[config.mk]
export PLATFORM = sky130hd
export DESIGN_NAME = xfr_core
export DESIGN_NICKNAME = d
export VERILOG_FILES = /design/src/core/xfr_addr_unit.v /design/src/core/xfr_core.v
export VERILOG_INCLUDE_DIRS = /design/src /design/src/core
export SDC_FILE = /design/constraint.sdc
export NUM_CORES = 1
export LEC_CHECK = 0
export ABC_AREA = 1
export BUFFER_PORTS_ARGS = -buffer_cell sky130_fd_sc_hd__buf_4
export CAP_MARGIN = 10
export CORE_MARGIN = 2
export CORE_UTILIZATION = 40
export CTS_BUF_LIST = sky130_fd_sc_hd__clkbuf_4 sky130_fd_sc_hd__clkbuf_8 sky130_fd_sc_hd__clkbuf_16
export CTS_CLUSTER_DIAMETER = 50
export DETAILED_ROUTE_END_ITERATION = 10
export SLEW_MARGIN = 25
export SYNTH_ARGS = -nofsm -noshare
export SYNTH_HDL_FRONTEND = slang
export SYNTH_HIERARCHICAL = 1
export SYNTH_SLANG_ARGS = --single-unit
[constraint.sdc]
create_clock -name sys_clk -period 11.6 [get_ports sys_clk]
set_clock_uncertainty 0.2 [all_clocks]
set_input_delay 2.32 -clock sys_clk [delete_from_list [all_inputs] [get_ports sys_clk]]
set_output_delay 2.32 -clock sys_clk [all_outputs]
set_load 0.02 [all_outputs]
[src/core/xfr_defs.vh]
// Constants for the transfer, test and software interrupt sequencer.
// Functional notes
// - Software interrupt 83: 9 cycles, return address PC+1, push PC_LOW_BYTE,PC_HIGH_BYTE,X,A,flags.
// - After stacking, set interrupt mask and load PC from the vector.
// - Opcode 84, 2 cycles: flag register takes the accumulator bits, with bits 6 and 5 forced to one.
// - Opcode 85, 1 cycle: accumulator takes flag register, flags unchanged.
// - Opcodes 97 and 9F, 1 cycle each: copy A and X, flags unchanged.
// - Opcode 95, 2 cycles: index pair takes stack pointer plus one.
// - Opcode 94, 2 cycles: stack pointer takes index pair minus one.
// - Test clears overflow, sets negative and zero, keeps H, I and C.
// - Extended address comes from two bytes, high byte first.
// - 16-bit index offset is two bytes high first; 8-bit offset one byte.
// - Post-increment modes except direct-to-postinc address through the index pair, then increment it.
// - Direct branch forms carry a direct address byte then an offset byte.
// - Moves support immediate, direct, direct-to-postinc, postinc-to-direct forms.
// - Stack offset modes add 8 or 16-bit offset to SP; prefix 9E.
`ifndef XFR_DEFS_VH
`define XFR_DEFS_VH

// ----------------------------------------------------------------------
// Opcodes
// ----------------------------------------------------------------------
`define OP_SOFT_INT 8'h83
`define OP_ACC_TO_FLAGS 8'h84
`define OP_FLAGS_TO_ACC 8'h85
`define OP_ACC_TO_INDEX 8'h97
`define OP_INDEX_TO_ACC 8'h9F
`define OP_STACK_TO_INDEX 8'h95
`define OP_INDEX_TO_STACK 8'h94
`define OP_TEST_DIR 8'h3D
`define OP_TEST_ACC 8'h4D
`define OP_TEST_X 8'h5D
`define OP_TEST_IX1 8'h6D
`define OP_TEST_IX 8'h7D
`define OP_STACK_PREFIX 8'h9E

// ----------------------------------------------------------------------
// Cycle counts
// ----------------------------------------------------------------------
`define CYC_SOFT_INT 4'h9
`define CYC_ACC_TO_FLAGS 4'h2
`define CYC_STACK_XFER 4'h2
`define CYC_TEST_DIR 4'h3
`define CYC_TEST_IX1 4'h3
`define CYC_TEST_IX 4'h2
`define CYC_TEST_SP1 4'h4

// ----------------------------------------------------------------------
// Flag register layout and reset values
// ----------------------------------------------------------------------
`define FLG_V 7
`define FLG_H 4
`define FLG_I 3
`define FLG_N 2
`define FLG_Z 1
`define FLG_C 0
`define FLG_FIXED_ONES 8'h60
`define FLG_RESET 8'h68
`define SP_RESET 16'h00FF
`define HX_RESET 16'h0000
`define ACC_RESET 8'h00
`define PC_ONE 16'h0001
`define PC_TWO 16'h0002

// ----------------------------------------------------------------------
// Addressing modes
// ----------------------------------------------------------------------
`define AM_DIR 4'h0
`define AM_EXT 4'h1
`define AM_IX 4'h2
`define AM_IX1 4'h3
`define AM_IX2 4'h4
`define AM_IXP 4'h5
`define AM_IX1P 4'h6
`define AM_SP1 4'h7
`define AM_SP2 4'h8
`define AM_DIR_REL 4'h9
`define AM_IMD 4'hA
`define AM_DD 4'hB
`define AM_DIXP 4'hC
`define AM_IXPD 4'hD

`endif

[src/core/xfr_addr_unit.v]
// Effective address former for the operand addressing modes.
`timescale 1ns/100ps
`default_nettype none
`include "xfr_defs.vh"

module xfr_addr_unit (
   // Mode and operand bytes, first byte latched, second byte live
   input wire [3:0] mode,
   input wire [7:0] first_byte,
   input wire [7:0] last_byte,
   // Pointer registers
   input wire [15:0] index_pair,
   input wire [15:0] stack_ptr,
   // Results
   output reg [15:0] eff_addr,
   output reg [1:0] operand_bytes,
   output reg post_inc
);

   wire [15:0] off8 = {8'h00, last_byte};
   wire [15:0] off16 = {first_byte, last_byte};

   always @* begin
      eff_addr = off8;
      operand_bytes = 2'h1;
      post_inc = 1'b0;
      case (mode)
         `AM_DIR: begin
            eff_addr = off8;
         end
         `AM_EXT: begin
            eff_addr = off16;
            operand_bytes = 2'h2;
         end
         `AM_IX: begin
            eff_addr = index_pair;
            operand_bytes = 2'h0;
         end
         `AM_IX1: begin
            eff_addr = index_pair + off8;
         end
         `AM_IX2: begin
            eff_addr = index_pair + off16;
            operand_bytes = 2'h2;
         end
         `AM_IXP: begin
            eff_addr = index_pair;
            operand_bytes = 2'h0;
            post_inc = 1'b1;
         end
         `AM_IX1P: begin
            eff_addr = index_pair + off8;
            post_inc = 1'b1;
         end
         `AM_SP1: begin
            eff_addr = stack_ptr + off8;
         end
         `AM_SP2: begin
            eff_addr = stack_ptr + off16;
            operand_bytes = 2'h2;
         end
         `AM_DIR_REL: begin
            // Direct address first, branch offset second.
            eff_addr = {8'h00, first_byte};
            operand_bytes = 2'h2;
         end
         `AM_IMD: begin
            // Immediate byte first, direct destination second.
            eff_addr = off8;
            operand_bytes = 2'h2;
         end
         `AM_DD: begin
            eff_addr = {8'h00, first_byte};
            operand_bytes = 2'h2;
         end
         `AM_DIXP: begin
            eff_addr = off8;
            post_inc = 1'b1;
         end
         `AM_IXPD: begin
            eff_addr = index_pair;
            post_inc = 1'b1;
         end
         default: begin
            eff_addr = off8;
         end
      endcase
   end

endmodule
`default_nettype wire

[src/core/xfr_core.v]
// Sequencer for transfer, test and software interrupt instructions.
`timescale 1ns/100ps
`default_nettype none
`include "xfr_defs.vh"

module xfr_core #(
   parameter [15:0] RESET_PC = 16'h0000,
   parameter [15:0] VECTOR_HI_ADDR = 16'hFFFC,
   parameter [15:0] VECTOR_LO_ADDR = 16'hFFFD
) (
   // Clock and reset
   input wire sys_clk,
   input wire sys_rst,
   // Memory bus, read data valid in the cycle the read is presented
   output reg [15:0] mem_addr,
   output reg mem_rd,
   output reg mem_wr,
   output reg [7:0] mem_wdata,
   input wire [7:0] mem_rdata,
   // Programmer visible state
   output reg [7:0] acc,
   output reg [15:0] index_pair,
   output reg [15:0] stack_ptr,
   output reg [7:0] condition_flags_reg,
   output reg [15:0] prog_counter,
   // Status pulses
   output reg insn_start,
   output reg unsupported_op
);

   // -------------------------------------------------------------------
   // Sequencer state
   // -------------------------------------------------------------------
   reg [3:0] cnt;
   reg [7:0] op;
   reg prefixed;
   reg [7:0] first_byte;
   reg [7:0] vec_hi;

   reg [3:0] next_cnt;
   reg [7:0] next_op;
   reg next_prefixed;
   reg [7:0] next_first_byte;
   reg [7:0] next_vec_hi;
   reg [15:0] next_mem_addr;
   reg next_mem_rd;
   reg next_mem_wr;
   reg [7:0] next_mem_wdata;
   reg [7:0] next_acc;
   reg [15:0] next_index_pair;
   reg [15:0] next_stack_ptr;
   reg [7:0] next_flags;
   reg [15:0] next_pc;
   reg next_unsupported;
   reg done;
   reg [15:0] advance;
   reg [3:0] amode;

   wire [7:0] cur_op = (cnt == 4'h0) ? mem_rdata : op;
   wire [15:0] ret_pc = prog_counter + `PC_ONE;
   wire [15:0] a_addr;
   wire a_postinc;

   // -------------------------------------------------------------------
   // Address former
   // -------------------------------------------------------------------
   xfr_addr_unit u_addr (
      .mode(amode),
      .first_byte(first_byte),
      .last_byte(mem_rdata),
      .index_pair(index_pair),
      .stack_ptr(stack_ptr),
      .eff_addr(a_addr),
      .operand_bytes(),
      .post_inc(a_postinc)
   );

   // -------------------------------------------------------------------
   // Test operation: subtract zero, no result kept
   // -------------------------------------------------------------------
   function [7:0] test_flags;
      input [7:0] flags;
      input [7:0] data;
      begin
         test_flags = flags;
         test_flags[`FLG_V] = 1'b0;
         test_flags[`FLG_N] = data[7];
         test_flags[`FLG_Z] = (data == 8'h00);
      end
   endfunction

   // -------------------------------------------------------------------
   // Next state
   // -------------------------------------------------------------------
   always @* begin
      next_cnt = cnt + 4'h1;
      next_op = op;
      next_prefixed = prefixed;
      next_first_byte = first_byte;
      next_vec_hi = vec_hi;
      next_mem_addr = mem_addr;
      next_mem_rd = 1'b0;
      next_mem_wr = 1'b0;
      next_mem_wdata = mem_wdata;
      next_acc = acc;
      next_index_pair = index_pair;
      next_stack_ptr = stack_ptr;
      next_flags = condition_flags_reg;
      next_pc = prog_counter;
      next_unsupported = 1'b0;
      done = 1'b0;
      advance = `PC_ONE;
      amode = `AM_DIR;
      if (cnt == 4'h0) begin
         next_op = mem_rdata;
         next_prefixed = (mem_rdata == `OP_STACK_PREFIX);
      end
      if (prefixed || (cnt == 4'h0 && mem_rdata == `OP_STACK_PREFIX)) begin
         amode = `AM_SP1;
         case (cnt)
            4'h0: begin
               next_mem_rd = 1'b1;
               next_mem_addr = prog_counter + `PC_ONE;
            end
            4'h1: begin
               next_op = mem_rdata;
               if (mem_rdata == `OP_TEST_IX1) begin
                  next_mem_rd = 1'b1;
                  next_mem_addr = prog_counter + `PC_TWO;
               end else begin
                  next_unsupported = 1'b1;
                  advance = `PC_TWO;
                  done = 1'b1;
               end
            end
            4'h2: begin
               next_mem_rd = 1'b1;
               next_mem_addr = a_addr;
            end
            default: begin
               // Stack offset test ends here.
               next_flags = test_flags(condition_flags_reg, mem_rdata);
               advance = {12'h000, `CYC_TEST_SP1} - `PC_ONE;
               done = (cnt == `CYC_TEST_SP1 - 4'h1);
            end
         endcase
      end else begin
         case (cur_op)
            `OP_SOFT_INT: begin
               case (cnt)
                  4'h0: begin
                     next_mem_addr = mem_addr;
                  end
                  4'h1: begin
                     next_mem_wr = 1'b1;
                     next_mem_addr = stack_ptr;
                     next_mem_wdata = ret_pc[7:0];
                  end
                  4'h2, 4'h3, 4'h4, 4'h5: begin
                     next_stack_ptr = stack_ptr - `PC_ONE;
                     next_mem_wr = 1'b1;
                     next_mem_addr = stack_ptr - `PC_ONE;
                     case (cnt)
                        4'h2: next_mem_wdata = ret_pc[15:8];
                        4'h3: next_mem_wdata = index_pair[7:0];
                        4'h4: next_mem_wdata = acc;
                        default: next_mem_wdata = condition_flags_reg;
                     endcase
                  end
                  4'h6: begin
                     next_stack_ptr = stack_ptr - `PC_ONE;
                     next_flags[`FLG_I] = 1'b1;
                     next_mem_rd = 1'b1;
                     next_mem_addr = VECTOR_HI_ADDR;
                  end
                  4'h7: begin
                     next_vec_hi = mem_rdata;
                     next_mem_rd = 1'b1;
                     next_mem_addr = VECTOR_LO_ADDR;
                  end
                  default: begin
                     done = (cnt == `CYC_SOFT_INT - 4'h1);
                  end
               endcase
            end
            `OP_ACC_TO_FLAGS: begin
               if (cnt == `CYC_ACC_TO_FLAGS - 4'h1) begin
                  next_flags = acc | `FLG_FIXED_ONES;
                  done = 1'b1;
               end
            end
            `OP_FLAGS_TO_ACC: begin
               next_acc = condition_flags_reg;
               done = 1'b1;
            end
            `OP_ACC_TO_INDEX: begin
               next_index_pair[7:0] = acc;
               done = 1'b1;
            end
            `OP_INDEX_TO_ACC: begin
               next_acc = index_pair[7:0];
               done = 1'b1;
            end
            `OP_STACK_TO_INDEX: begin
               if (cnt == `CYC_STACK_XFER - 4'h1) begin
                  next_index_pair = stack_ptr + `PC_ONE;
                  done = 1'b1;
               end
            end
            `OP_INDEX_TO_STACK: begin
               if (cnt == `CYC_STACK_XFER - 4'h1) begin
                  next_stack_ptr = index_pair - `PC_ONE;
                  done = 1'b1;
               end
            end
            `OP_TEST_ACC: begin
               next_flags = test_flags(condition_flags_reg, acc);
               done = 1'b1;
            end
            `OP_TEST_X: begin
               next_flags = test_flags(condition_flags_reg,
                                       index_pair[7:0]);
               done = 1'b1;
            end
            `OP_TEST_DIR, `OP_TEST_IX1: begin
               amode = (cur_op == `OP_TEST_DIR) ? `AM_DIR : `AM_IX1;
               case (cnt)
                  4'h0: begin
                     next_mem_rd = 1'b1;
                     next_mem_addr = prog_counter + `PC_ONE;
                  end
                  4'h1: begin
                     next_first_byte = mem_rdata;
                     next_mem_rd = 1'b1;
                     next_mem_addr = a_addr;
                  end
                  default: begin
                     next_flags = test_flags(condition_flags_reg, mem_rdata);
                     if (a_postinc) begin
                        next_index_pair = index_pair + `PC_ONE;
                     end
                     advance = `PC_TWO;
                     done = 1'b1;
                  end
               endcase
            end
            `OP_TEST_IX: begin
               amode = `AM_IX;
               if (cnt == 4'h0) begin
                  next_mem_rd = 1'b1;
                  next_mem_addr = a_addr;
               end else begin
                  next_flags = test_flags(condition_flags_reg, mem_rdata);
                  done = (cnt == `CYC_TEST_IX - 4'h1);
               end
            end
            default: begin
               next_unsupported = 1'b1;
               done = 1'b1;
            end
         endcase
      end
      if (done) begin
         next_cnt = 4'h0;
         next_prefixed = 1'b0;
         if (!prefixed && cur_op == `OP_SOFT_INT) begin
            next_pc = {vec_hi, mem_rdata};
         end else begin
            next_pc = prog_counter + advance;
         end
         next_mem_rd = 1'b1;
         next_mem_wr = 1'b0;
         next_mem_addr = next_pc;
      end
   end

   // -------------------------------------------------------------------
   // Registers
   // -------------------------------------------------------------------
   always @(posedge sys_clk or posedge sys_rst) begin
      if (sys_rst) begin
         cnt <= 4'h0;
         op <= 8'h00;
         prefixed <= 1'b0;
         first_byte <= 8'h00;
         vec_hi <= 8'h00;
         mem_addr <= RESET_PC;
         mem_rd <= 1'b1;
         mem_wr <= 1'b0;
         mem_wdata <= 8'h00;
         acc <= `ACC_RESET;
         index_pair <= `HX_RESET;
         stack_ptr <= `SP_RESET;
         condition_flags_reg <= `FLG_RESET;
         prog_counter <= RESET_PC;
         insn_start <= 1'b1;
         unsupported_op <= 1'b0;
      end else begin
         cnt <= next_cnt;
         op <= next_op;
         prefixed <= next_prefixed;
         first_byte <= next_first_byte;
         vec_hi <= next_vec_hi;
         mem_addr <= next_mem_addr;
         mem_rd <= next_mem_rd;
         mem_wr <= next_mem_wr;
         mem_wdata <= next_mem_wdata;
         acc <= next_acc;
         index_pair <= next_index_pair;
         stack_ptr <= next_stack_ptr;
         condition_flags_reg <= next_flags;
         prog_counter <= next_pc;
         insn_start <= done;
         unsupported_op <= next_unsupported;
      end
   end

endmodule
`default_nettype wire

==> metrics.csv <==
metric,value,unit
vias in the first global route,12814,
final hold violation count,0,
"Cell Area, Placed",13300,µm²
Most Frequent Cell on Critical Path,nand2_1,
Area Overhead vs Synth,12.7,%
Crit. End Element,flip-flop,
Synth warnings,6,
DRC,0,
crit-path max FO,36,
Gate Count Post-Synth,2021,
drt wl/cell,20.3,µm
Worst Hold Class,reg2reg,
layout net count,2135,
clk sinks,120,
H-tree depth,4,
Tightest Pin Transition,859,ps
Power Total,2.69,mW
Mapped Area,12300,µm²
"Clk Latency, worst-skew pair",450,ps
Chip Width,180,µm
die area,32200,µm²
global route overflow,0,
final setup vio count,0,
post-route ant nets,0,
GRT Total Usage,30.9,%
maximum vdd drop,0.112,mV
Bufs on Longest Clock Path,2,
fin crit period,6850,ps
largest net degree at the start of global routing,72,
Register Area,3020,µm²
CTS buffer count,17,
min-delay src,mem_addr[10],
Crit path required time,11730,ps
"slowest stage cell, crit path",buf_4,
Post-CTS Resized,0,
Vias,13983,
CORE AREA,30400,µm²
WS Path Type,in2reg,
setup total negative slack,0,ps
outcome,"finished, final reports clean",
CTS tree,done,
Root Driver,clkbuf_16,
share of layout cells above drive strength 1,11.9,%
Site Rows,64,
Detailed Route WL,50400,µm
Via density,5.62,
Rel. slew slack,42.6,%
Leak,7.14,nW
number of diodes,0,
RSZ-0062 raised after global routing,false,
Initial DRC Count,1600,
Critical R2R Launch,cnt[0],
die height,180,µm
Initial Utilization,40.5,%
Max Clk Rate,146,MHz
PwrDens,194,nW/µm²
post-CTS setup buffers,0,
Final period util,59.0,%
R2R Setup Slk,5530,ps
"Slew Viols, Final",0,
crit-path max cell delay,410,ps
PortBufs,101,
finished layout cell area,13900,µm²
layout filler cell count,3305,
I/O pins,102,
clk slew on worst S/H paths,60,ps
startpoint types,input pin,
Hold Buf Count CTS,0,
first-pass GRT wire length,77100,µm
hpwl dp,39000,µm
CP arrival,6980,ps
Critical Path Start,mem_rdata[5],
Mean Syn Cell Area,6.10,µm²
initial antenna violation count,0,
drt pass-1 iters,5,
area of the multi-input gates,7980,µm²
final RePlAce weighted congestion,0.974,
number of max-cap violations,0,
==> final timing paths <==
path,endpoint,cells past startpoint
hold / removal,mem_addr[10],2
max in group asynchronous,stack_ptr[13],3
min in group asynchronous,vec_hi[2],2
hold reg to reg,mem_addr[10],2
setup / recovery,mem_addr[14],34
setup reg to reg,mem_addr[14],34
==> cells in the final DEF, fill, tap and decap left out, types with 27 or more instances in the layout <==
cell type / instances
a21oi_1: 62
buf_4: 108
dfrtp_1: 108
ha_1: 42
inv_1: 229
nand2_1: 667
nand3_1: 163
nand4_1: 27
nor2_1: 175
nor3_1: 27
o21ai_0: 146
o21ai_1: 31
xor2_1: 39
==> stage by stage <==
step / hold WS (ps) / instances / worst slack [ps] / utilization [%]
final: 283 / 2489 / 4750 / 45.6
after global routing: 300 / 2489 / 4310 / 45.6
after global placement: 265 / 2457 / 4540 / 43.5
after floorplan: 253 / 2024 / 5680 / -
after CTS: 284 / 2489 / 4820 / 45.6
after detailed placement: 267 / 2457 / 4360 / 43.5
==> routing by layer <==
metal,GRT usage (%),up-vias,share of wire (%)
met5,0,-,0
met4,11.8,0,3.5
met3,4.48,96,7.7
met2,47.4,619,44
met1,43.8,6593,44
li1,-,6675,-
==> layout make-up <==
| cell class | count | share of cell area, % |
|---|---|---|
| Clock buffer | 20 | 3.36 |
| Clock inverter | 12 | 1.17 |
| Inverter | 252 | 6.87 |
| Multi-Input combinational cell | 1581 | 57.5 |
| Sequential cell | 120 | 21.7 |
| Tap cell | 396 | 3.57 |
| Timing Repair Buffer | 108 | 5.84 |
==> worst max-delay path: cells and delay by family <==
| kind | cells | cell delay, ps |
|---|---|---|
| AOI/OAI and AO/OA | 2 | 330 |
| buffers and inverters | 7 | 1490 |
| and+or+nand+nor | 24 | 2460 |
| adders and majority gates | 1 | 350 |
==> power breakdown <==
group	switching [mW]	leakage [nW]	total [mW]	internal (mW)
clock network	0.224	0.292	0.581	0.357
logic	0.877	5.37	1.34	0.463
registers	0.243	1.47	0.771	0.528
total	1.34	7.14	2.69	1.35
(Power assumes the default switching activity.)
